==> config.mk <==
export PLATFORM = sky130hd
export DESIGN_NAME = o1cfg_regs
export DESIGN_NICKNAME = d
export VERILOG_FILES = /design/src/logic/o1cfg_pkg.sv /design/src/logic/o1cfg_regfile.sv /design/src/logic/o1cfg_regs.sv
export VERILOG_INCLUDE_DIRS = /design/src /design/src/logic
export SDC_FILE = /design/constraint.sdc
export NUM_CORES = 1
export LEC_CHECK = 0
export ABC_CLOCK_PERIOD_IN_PS = 800
export BUFFER_PORTS_ARGS = -buffer_cell sky130_fd_sc_hd__buf_2
export CELL_PAD_IN_SITES_DETAIL_PLACEMENT = 1
export CELL_PAD_IN_SITES_GLOBAL_PLACEMENT = 2
export CORE_UTILIZATION = 29
export CTS_BUF_LIST = sky130_fd_sc_hd__clkbuf_4 sky130_fd_sc_hd__clkbuf_8 sky130_fd_sc_hd__clkbuf_16
export DETAILED_ROUTE_END_ITERATION = 8
export PLACE_DENSITY = 0.84
export SLEW_MARGIN = 15
export SYNTH_ARGS = -nofsm -noshare
export SYNTH_HDL_FRONTEND = slang
export SYNTH_SLANG_ARGS = --single-unit
==> constraint.sdc <==
create_clock -name CLOCK_IN -period 0.8 [get_ports CLOCK_IN]
set_input_delay 0.16 -clock CLOCK_IN [delete_from_list [all_inputs] [get_ports CLOCK_IN]]
set_output_delay 0.16 -clock CLOCK_IN [all_outputs]
set_load 0.1 [all_outputs]
==> src/logic/o1cfg_consts.svh <==
/*
 constants for the first output channel configuration bank: offsets, field
 positions, reset values. assumes an 8-bit register space with 8-bit addresses.
*/
`ifndef O1CFG_CONSTS_SVH
`define O1CFG_CONSTS_SVH
`define O1CFG_ADDR_SRC_ROUTE 8'h64
`define O1CFG_ADDR_DRIVE_LVL 8'h65
`define O1CFG_RST_SRC_ROUTE 8'h20
`define O1CFG_RST_DRIVE_LVL 8'h20
`define O1CFG_SRC_HI 7
`define O1CFG_SRC_LO 5
`define O1CFG_ROUTE_HI 4
`define O1CFG_ROUTE_LO 2
`define O1CFG_COMMON_MODE_LEVEL_BIT 1
`define O1CFG_DRIVE_HI 7
`define O1CFG_DRIVE_LO 6
`define O1CFG_LVL_HI 5
`define O1CFG_LVL_LO 3
`define O1CFG_IMP_BIT 2
`define O1CFG_INTYPE_BIT 1
`define O1CFG_BW_BIT 0
`define O1CFG_SRC_WMASK 8'hFE
`endif

==> src/logic/o1cfg_pkg.sv <==
/*
 types for the first output channel configuration bank.
 assumes o1cfg_consts.svh is included by users needing the numbers.
*/
package o1cfg_pkg;
    typedef enum logic [2:0] {
        O1CFG_SRC_RSVD0 = 3'h0,
        O1CFG_SRC_DAC = 3'h1,
        O1CFG_SRC_BYPASS = 3'h2,
        O1CFG_SRC_MIX = 3'h3,
        O1CFG_SRC_DAC_P_BYP_N = 3'h4,
        O1CFG_SRC_BYP_P_DAC_N = 3'h5,
        O1CFG_SRC_RSVD6 = 3'h6,
        O1CFG_SRC_RSVD7 = 3'h7
    } o1cfg_src_t;
    typedef enum logic [2:0] {
        O1CFG_RT_DIFF = 3'h0,
        O1CFG_RT_STEREO_SE = 3'h1,
        O1CFG_RT_MONO_P = 3'h2,
        O1CFG_RT_MONO_N = 3'h3,
        O1CFG_RT_PDIFF_NCM = 3'h4,
        O1CFG_RT_PDIFF_NCM_SNS = 3'h5,
        O1CFG_RT_PDIFF_PCM = 3'h6,
        O1CFG_RT_RSVD7 = 3'h7
    } o1cfg_route_t;
endpackage

==> src/logic/o1cfg_regfile.sv <==
/*
 two-word register store with registered read data.
 assumes one writer and one reader port on the same clock.
*/
`timescale 1ns/1ns
module o1cfg_regfile
    import o1cfg_pkg::*;
#(
    parameter int WIDTH = 8,
    parameter logic [WIDTH-1:0] RST0 = 8'h20,
    parameter logic [WIDTH-1:0] RST1 = 8'h20
)
(
    input wire logic clk_in,
    input wire logic rst_in,
    input wire logic wr_in,
    input wire logic wsel_in,
    input wire logic [WIDTH-1:0] wdata_in,
    input wire logic rd_in,
    input wire logic rsel_in,
    input wire logic rhit_in,
    output logic [WIDTH-1:0] rdata_out,
    output logic [WIDTH-1:0] word0_out,
    output logic [WIDTH-1:0] word1_out
);
    logic [WIDTH-1:0] mem_q [2];

    // storage, reset to power-on values
    always_ff @(posedge clk_in or posedge rst_in)
    begin
        if (rst_in)
        begin
            mem_q[0] <= RST0;
            mem_q[1] <= RST1;
        end
        else if (wr_in)
        begin
            mem_q[wsel_in] <= wdata_in;
        end
    end

    // registered read, zero when unmapped or idle
    always_ff @(posedge clk_in or posedge rst_in)
    begin
        if (rst_in)
            rdata_out <= '0;
        else if (rd_in && rhit_in)
            rdata_out <= mem_q[rsel_in];
        else
            rdata_out <= '0;
    end

    assign word0_out = mem_q[0];
    assign word1_out = mem_q[1];
endmodule

==> src/logic/o1cfg_regs.sv <==
/*
 configuration bank for the first output channel pair: source, routing,
 common mode, drive, level, bypass input and dac bandwidth fields.
 assumes a plain register port on CLOCK_IN; analog logic reads the field outputs.
*/
// The plain strobed port is this design's own decision.
// How it works
// - first register at 0x64, resets 0x20
// - second register at 0x65, resets 0x20
// - source field bits 7-5, reset 001b
// - codes 4/5 cross dac and bypass paths
// - routing field holds seven topologies, 7 reserved
// - bit 1 picks reference fraction or half supply
// - first register bit 0 reads zero
// - positive drive bits 7-6, reset zero
// - positive level bits 5-3, reset code 4
// - bit 2 selects negative bypass impedance
// - bit 1 selects bypass input type
// - bit 0 selects dac bandwidth
`timescale 1ns/1ns
`include "o1cfg_consts.svh"
module o1cfg_regs
    import o1cfg_pkg::*;
(
    input wire logic CLOCK_IN,
    input wire logic RESET_IN,
    input wire logic [7:0] ADDR_IN,
    input wire logic [7:0] WDATA_IN,
    input wire logic WR_IN,
    input wire logic RD_IN,
    output logic [7:0] RDATA_OUT,
    output logic [2:0] OUTPUT1_SOURCE_SELECT_OUT,
    output logic [2:0] OUTPUT1_ROUTING_SELECT_OUT,
    output logic OUTPUT1_COMMON_MODE_SELECT_OUT,
    output logic [1:0] OUTPUT1_POS_DRIVE_SELECT_OUT,
    output logic [2:0] OUTPUT1_POS_LEVEL_SELECT_OUT,
    output logic BYPASS_NEG_INPUT_IMPEDANCE_OUT,
    output logic BYPASS_INPUT_TYPE_OUT,
    output logic DAC_FIRST_BANDWIDTH_SELECT_OUT,
    output logic POS_GETS_DAC_OUT,
    output logic POS_GETS_BYPASS_OUT,
    output logic NEG_GETS_DAC_OUT,
    output logic NEG_GETS_BYPASS_OUT,
    output logic ROUTING_IN_USE_OUT
);
    logic wr0;
    logic wr1;
    logic [2:0] src_q;
    logic [2:0] route_q;
    logic common_mode_level_q;
    logic [1:0] drive_q;
    logic [2:0] level_q;
    logic imp_q;
    logic intype_q;
    logic bw_q;
    logic wsel;
    logic whit;
    logic rsel;
    logic rhit;
    logic [7:0] wmask;
    logic [7:0] wdata_d;
    logic [2:0] src;
    logic [1:0] pos_path_d;
    logic [1:0] neg_path_d;
    logic pos_dac_q;
    logic pos_byp_q;
    logic neg_dac_q;
    logic neg_byp_q;
    logic route_use_q;

    // power-on images of the two words
    localparam logic [7:0] RST0 = `O1CFG_RST_SRC_ROUTE;
    localparam logic [7:0] RST1 = `O1CFG_RST_DRIVE_LVL;

    // address decode: 1 when address names a bank register
    function automatic logic o1cfg_hit(input logic [7:0] a);
        return (a == `O1CFG_ADDR_SRC_ROUTE) || (a == `O1CFG_ADDR_DRIVE_LVL);
    endfunction

    assign whit = o1cfg_hit(ADDR_IN);
    assign wsel = (ADDR_IN == `O1CFG_ADDR_DRIVE_LVL);
    assign rhit = o1cfg_hit(ADDR_IN);
    assign rsel = (ADDR_IN == `O1CFG_ADDR_DRIVE_LVL);

    // per-word write enables, unmapped writes dropped
    assign wr0 = WR_IN && whit && !wsel;
    assign wr1 = WR_IN && whit && wsel;

    // reserved bit 0 of first word stays zero
    assign wmask = wsel ? 8'hFF : `O1CFG_SRC_WMASK;
    assign wdata_d = WDATA_IN & wmask;

    o1cfg_regfile #(
        .WIDTH(8),
        .RST0(`O1CFG_RST_SRC_ROUTE),
        .RST1(`O1CFG_RST_DRIVE_LVL)
    ) u_store (
        .clk_in(CLOCK_IN),
        .rst_in(RESET_IN),
        .wr_in(WR_IN && whit),
        .wsel_in(wsel),
        .wdata_in(wdata_d),
        .rd_in(RD_IN),
        .rsel_in(rsel),
        .rhit_in(rhit),
        .rdata_out(RDATA_OUT),
        .word0_out(),
        .word1_out()
    );

    always_ff @(posedge CLOCK_IN or posedge RESET_IN)
    begin
        if (RESET_IN)
        begin
            src_q <= RST0[`O1CFG_SRC_HI:`O1CFG_SRC_LO];
        end
        else if (wr0)
        begin
            src_q <= wdata_d[`O1CFG_SRC_HI:`O1CFG_SRC_LO];
        end
    end

    always_ff @(posedge CLOCK_IN or posedge RESET_IN)
    begin
        if (RESET_IN)
        begin
            route_q <= RST0[`O1CFG_ROUTE_HI:`O1CFG_ROUTE_LO];
        end
        else if (wr0)
        begin
            route_q <= wdata_d[`O1CFG_ROUTE_HI:`O1CFG_ROUTE_LO];
        end
    end

    always_ff @(posedge CLOCK_IN or posedge RESET_IN)
    begin
        if (RESET_IN)
        begin
            common_mode_level_q <= RST0[`O1CFG_COMMON_MODE_LEVEL_BIT];
        end
        else if (wr0)
        begin
            common_mode_level_q <= wdata_d[`O1CFG_COMMON_MODE_LEVEL_BIT];
        end
    end

    always_ff @(posedge CLOCK_IN or posedge RESET_IN)
    begin
        if (RESET_IN)
        begin
            drive_q <= RST1[`O1CFG_DRIVE_HI:`O1CFG_DRIVE_LO];
        end
        else if (wr1)
        begin
            drive_q <= wdata_d[`O1CFG_DRIVE_HI:`O1CFG_DRIVE_LO];
        end
    end

    always_ff @(posedge CLOCK_IN or posedge RESET_IN)
    begin
        if (RESET_IN)
        begin
            level_q <= RST1[`O1CFG_LVL_HI:`O1CFG_LVL_LO];
        end
        else if (wr1)
        begin
            level_q <= wdata_d[`O1CFG_LVL_HI:`O1CFG_LVL_LO];
        end
    end

    always_ff @(posedge CLOCK_IN or posedge RESET_IN)
    begin
        if (RESET_IN)
        begin
            imp_q <= RST1[`O1CFG_IMP_BIT];
        end
        else if (wr1)
        begin
            imp_q <= wdata_d[`O1CFG_IMP_BIT];
        end
    end

    always_ff @(posedge CLOCK_IN or posedge RESET_IN)
    begin
        if (RESET_IN)
        begin
            intype_q <= RST1[`O1CFG_INTYPE_BIT];
        end
        else if (wr1)
        begin
            intype_q <= wdata_d[`O1CFG_INTYPE_BIT];
        end
    end

    always_ff @(posedge CLOCK_IN or posedge RESET_IN)
    begin
        if (RESET_IN)
        begin
            bw_q <= RST1[`O1CFG_BW_BIT];
        end
        else if (wr1)
        begin
            bw_q <= wdata_d[`O1CFG_BW_BIT];
        end
    end

    // field outputs straight from their flip-flops
    assign OUTPUT1_SOURCE_SELECT_OUT = src_q;
    assign OUTPUT1_ROUTING_SELECT_OUT = route_q;
    assign OUTPUT1_COMMON_MODE_SELECT_OUT = common_mode_level_q;
    assign OUTPUT1_POS_DRIVE_SELECT_OUT = drive_q;
    assign OUTPUT1_POS_LEVEL_SELECT_OUT = level_q;
    assign BYPASS_NEG_INPUT_IMPEDANCE_OUT = imp_q;
    assign BYPASS_INPUT_TYPE_OUT = intype_q;
    assign DAC_FIRST_BANDWIDTH_SELECT_OUT = bw_q;

    // path steering from the next source code, so flags track the store
    assign src = wr0 ? wdata_d[`O1CFG_SRC_HI:`O1CFG_SRC_LO] : src_q;

    // independent modes cross the two paths; {dac, bypass}
    always_comb
    begin
        case (o1cfg_src_t'(src))
            O1CFG_SRC_DAC:
            begin
                pos_path_d = 2'b10;
                neg_path_d = 2'b10;
            end
            O1CFG_SRC_BYPASS:
            begin
                pos_path_d = 2'b01;
                neg_path_d = 2'b01;
            end
            O1CFG_SRC_MIX:
            begin
                pos_path_d = 2'b11;
                neg_path_d = 2'b11;
            end
            O1CFG_SRC_DAC_P_BYP_N:
            begin
                pos_path_d = 2'b10;
                neg_path_d = 2'b01;
            end
            O1CFG_SRC_BYP_P_DAC_N:
            begin
                pos_path_d = 2'b01;
                neg_path_d = 2'b10;
            end
            default:
            begin
                pos_path_d = 2'b00;
                neg_path_d = 2'b00;
            end
        endcase
    end

    // registered path flags
    always_ff @(posedge CLOCK_IN or posedge RESET_IN)
    begin
        if (RESET_IN)
        begin
            pos_dac_q <= 1'b1;
            pos_byp_q <= 1'b0;
            neg_dac_q <= 1'b1;
            neg_byp_q <= 1'b0;
        end
        else
        begin
            pos_dac_q <= pos_path_d[1];
            pos_byp_q <= pos_path_d[0];
            neg_dac_q <= neg_path_d[1];
            neg_byp_q <= neg_path_d[0];
        end
    end

    // routing field unused in independent modes
    always_ff @(posedge CLOCK_IN or posedge RESET_IN)
    begin
        if (RESET_IN)
            route_use_q <= 1'b1;
        else
            route_use_q <= !(o1cfg_src_t'(src) inside {O1CFG_SRC_DAC_P_BYP_N, O1CFG_SRC_BYP_P_DAC_N});
    end

    assign POS_GETS_DAC_OUT = pos_dac_q;
    assign POS_GETS_BYPASS_OUT = pos_byp_q;
    assign NEG_GETS_DAC_OUT = neg_dac_q;
    assign NEG_GETS_BYPASS_OUT = neg_byp_q;
    assign ROUTING_IN_USE_OUT = route_use_q;
endmodule

==> run metrics <==
outcome=complete, but fails checks; failing checks=negative setup slack; crit share post-route=158%; Post-synth top flop=dfrtp_1; Antenna Violating Nets Remaining=0; register area share after synthesis=57.4%; clock tree buffer depth=2; Worst Setup End Kind=output port; placed standard-cell area=0.00233 sq mm; most frequent cell after synthesis=dfrtp_1; Fmax=790 MHz; utilization after layout=61.4%; vias in the first global route=1295; Fill cells=418; Multi-input gate area=633 sq um; Syn Std Cell Area=0.00141 sq mm; Top Family by Delay on Critical Path=flip-flops; CP max FO=2; synthesized area per cell=14.1 sq um; Startpoint Class=flop; fin area=0.00277 sq mm; first-pass GRT wire length=6960 um; io pins=48; first drt pass iteration count=4; top cells by area, synth=dfrtp_1 (46%), dfstp_2 (11%), mux2_2 (11%); crit path buf inv count=1; syn nets=120; final net count=203; Row Count=24; Area Overhead vs Synth=96.4%; slowest library cell on the worst path=dfstp_4; Rel. slew slack=84.5%; clock sinks=32; vias=1134; Hold Path Stages=2; actual slew at the worst max-slew pin=232 ps; DRT iter0 DRCs=38; number of flops mapped to enable cells by yosys=0; Max VDD drop=0.893 mV; Sequential Area=902 sq um; Vias/cell=4.81; CP Cell Sequence=buf_12; core area=0.00450 sq mm; Yosys reg bits=32; worst reg2reg path startpoint=OUTPUT1_SOURCE_SELECT_OUT[0]; share of layout cells above drive strength 1=79.9%; starting density of the core=31.3%; Final Hold Violating Endpoints=0; # diodes=0; Arrival @ worst endpoint=1110 ps; Unique masters post-synth=20; GRT Util Overall=18.4%; largest net degree at the start of global routing=33; gr ovfl total=0; Final Setup Violations=60; P_leak=0.00123 uW; die height=71.7 um; worst setup path category=flop to output port; R2R cell count=3; Yosys top cell area share=46.2%; Final HPWL DP=2710 um; WL final=4340 um; Worst Hold Class=input port to flop; RSZ-0062 raised after global routing=true; Critical Path RT=640 ps; Async SR Flop Fraction=100%; register-to-register setup slack=-430 ps; Largest stage delay, worst path=650 ps; CTS tree=done; DRC=0; port bufs=47; root buffer cell=clkbuf_8; post-synth top area cell=dfrtp_1; Worst Hold Launch=WDATA_IN[0]; post-synthesis cell count=100; Tmin final=1270 ps; Die W=71.7 um; GPL Wtd Cong=0.727; worst skew pair latency=280 ps; Hold Path End=u_store.word1_out[0]; pwr dens=1570 mW/mm^2; htree depth=2; Ys Warns=0; PnR worst setup slack=-465 ps; Max Slew Vio Count=0; Num CTS Buffers=5; Commonest cells post-synth=dfrtp_1 (26), mux2_2 (14), mux2i_1 (13); Worst R2R End=NEG_GETS_DAC_OUT; initial antenna violation count=0; Final Skew=4.30 ps; routed len/inst=18.4 um; clock slew at reported path FFs=70 ps; Setup WS pre-CTS=-641 ps; Critical Path Stages=1; total chip power=4330 uW; Max-Cap Viols=0; die area=0.00514 sq mm
==> per-stage QoR <==
stage / cells / TNS (ps) / hold WS [ps]
after floorplan: 100 / -11040 / 86.4
after global placement: 209 / -15370 / 201
after detailed placement: 209 / -17000 / 207
after CTS: 235 / -18310 / 108
after global routing: 236 / -19320 / 102
final: 236 / -17810 / 110
==> kinds of logic (layout without fill, tap and decap cells) <==
family,count (synthesis),in the layout,share of synthesized area [%]
simple gates,22,22,10.3
compound gates,6,6,2.49
mux,31,31,24.7
flops,32,32,57.4
buf+inv,9,93,5.15
==> report_power, final <==
part,leakage (uW),switching (uW),total (uW),internal (uW)
clock,0.0000523,583,1350,769
combinational,0.000792,671,1170,501
sequential,0.000382,75.6,1810,1730
==> placed cells by master (no fill, tap or decap), types with 5 or more instances in the layout <==
master and instances:
buf_2 18, buf_12 31, mux2i_1 10, buf_4 12, buf_6 18, mux2_4 12, dfrtp_1 6, mux2_2 6
dfstp_4 5, nor2_1 10, clkbuf_8 6, dfrtp_4 20
==> how the worst max path moves through the flow <==
| stage | start | to | slack (ps) |
|---|---|---|---|
| 6_report | OUTPUT1_SOURCE_SELECT_OUT[0] | OUTPUT1_SOURCE_SELECT_OUT[0] | -470 |
| 5_1_grt | OUTPUT1_SOURCE_SELECT_OUT[0] | OUTPUT1_SOURCE_SELECT_OUT[0] | -490 |
| 4_1_cts | OUTPUT1_SOURCE_SELECT_OUT[0] | OUTPUT1_SOURCE_SELECT_OUT[0] | -470 |
| 3_5_place_dp | ADDR_IN[1] | OUTPUT1_SOURCE_SELECT_OUT[1] | -640 |
| 3_3_place_gp | ADDR_IN[1] | OUTPUT1_SOURCE_SELECT_OUT[1] | -570 |
| 2_1_floorplan | ADDR_IN[1] | u_store.word0_out[1] | -530 |
==> worst register-to-register path: cells and delay by family, from the launching register on <==
| family | cells | cell delay [ps] |
|---|---|---|
| flops | 1 | 650 |
| compound gates | 1 | 200 |
| buf+inv | 1 | 170 |
| mux | 1 | 160 |
==> state kept, by name, summed over array words and instances (netlist names) <==
register,count
u_store.word0_out,8
POS_GETS_BYPASS_OUT,1
OUTPUT1_SOURCE_SELECT_OUT,3
u_store.rdata_out,8
NEG_GETS_BYPASS_OUT,1
ROUTING_IN_USE_OUT,1
u_store.word1_out,8
POS_GETS_DAC_OUT,1
NEG_GETS_DAC_OUT,1
==> per-layer routing <==
layer	track usage [%]	wire length, um	vias to the layer above
li1	-	-	506
met1	20.9	1650	582
met2	34.0	2420	38
met3	4.64	200	8
met4	5.23	71	0
met5	0	0	-
==> cell type report <==
cell class | count | area share [%]
flip-flops and latches | 32 | 32.6
multi-input cells | 59 | 22.9
repair buffers | 82 | 38.1
clock buffers | 8 | 3.53
inverters | 3 | 0.543
well taps | 52 | 2.35
==> what timing repair did <==
item,CTS,global route
resized for setup,35,13
endpoints found under the hold margin,26,0
endpoints found under the setup margin,60,60
gates cloned,1,0
setup buffers,17,5
pin swaps,5,6
hold buffers,1,0
Power figures use the tool's default switching activity.
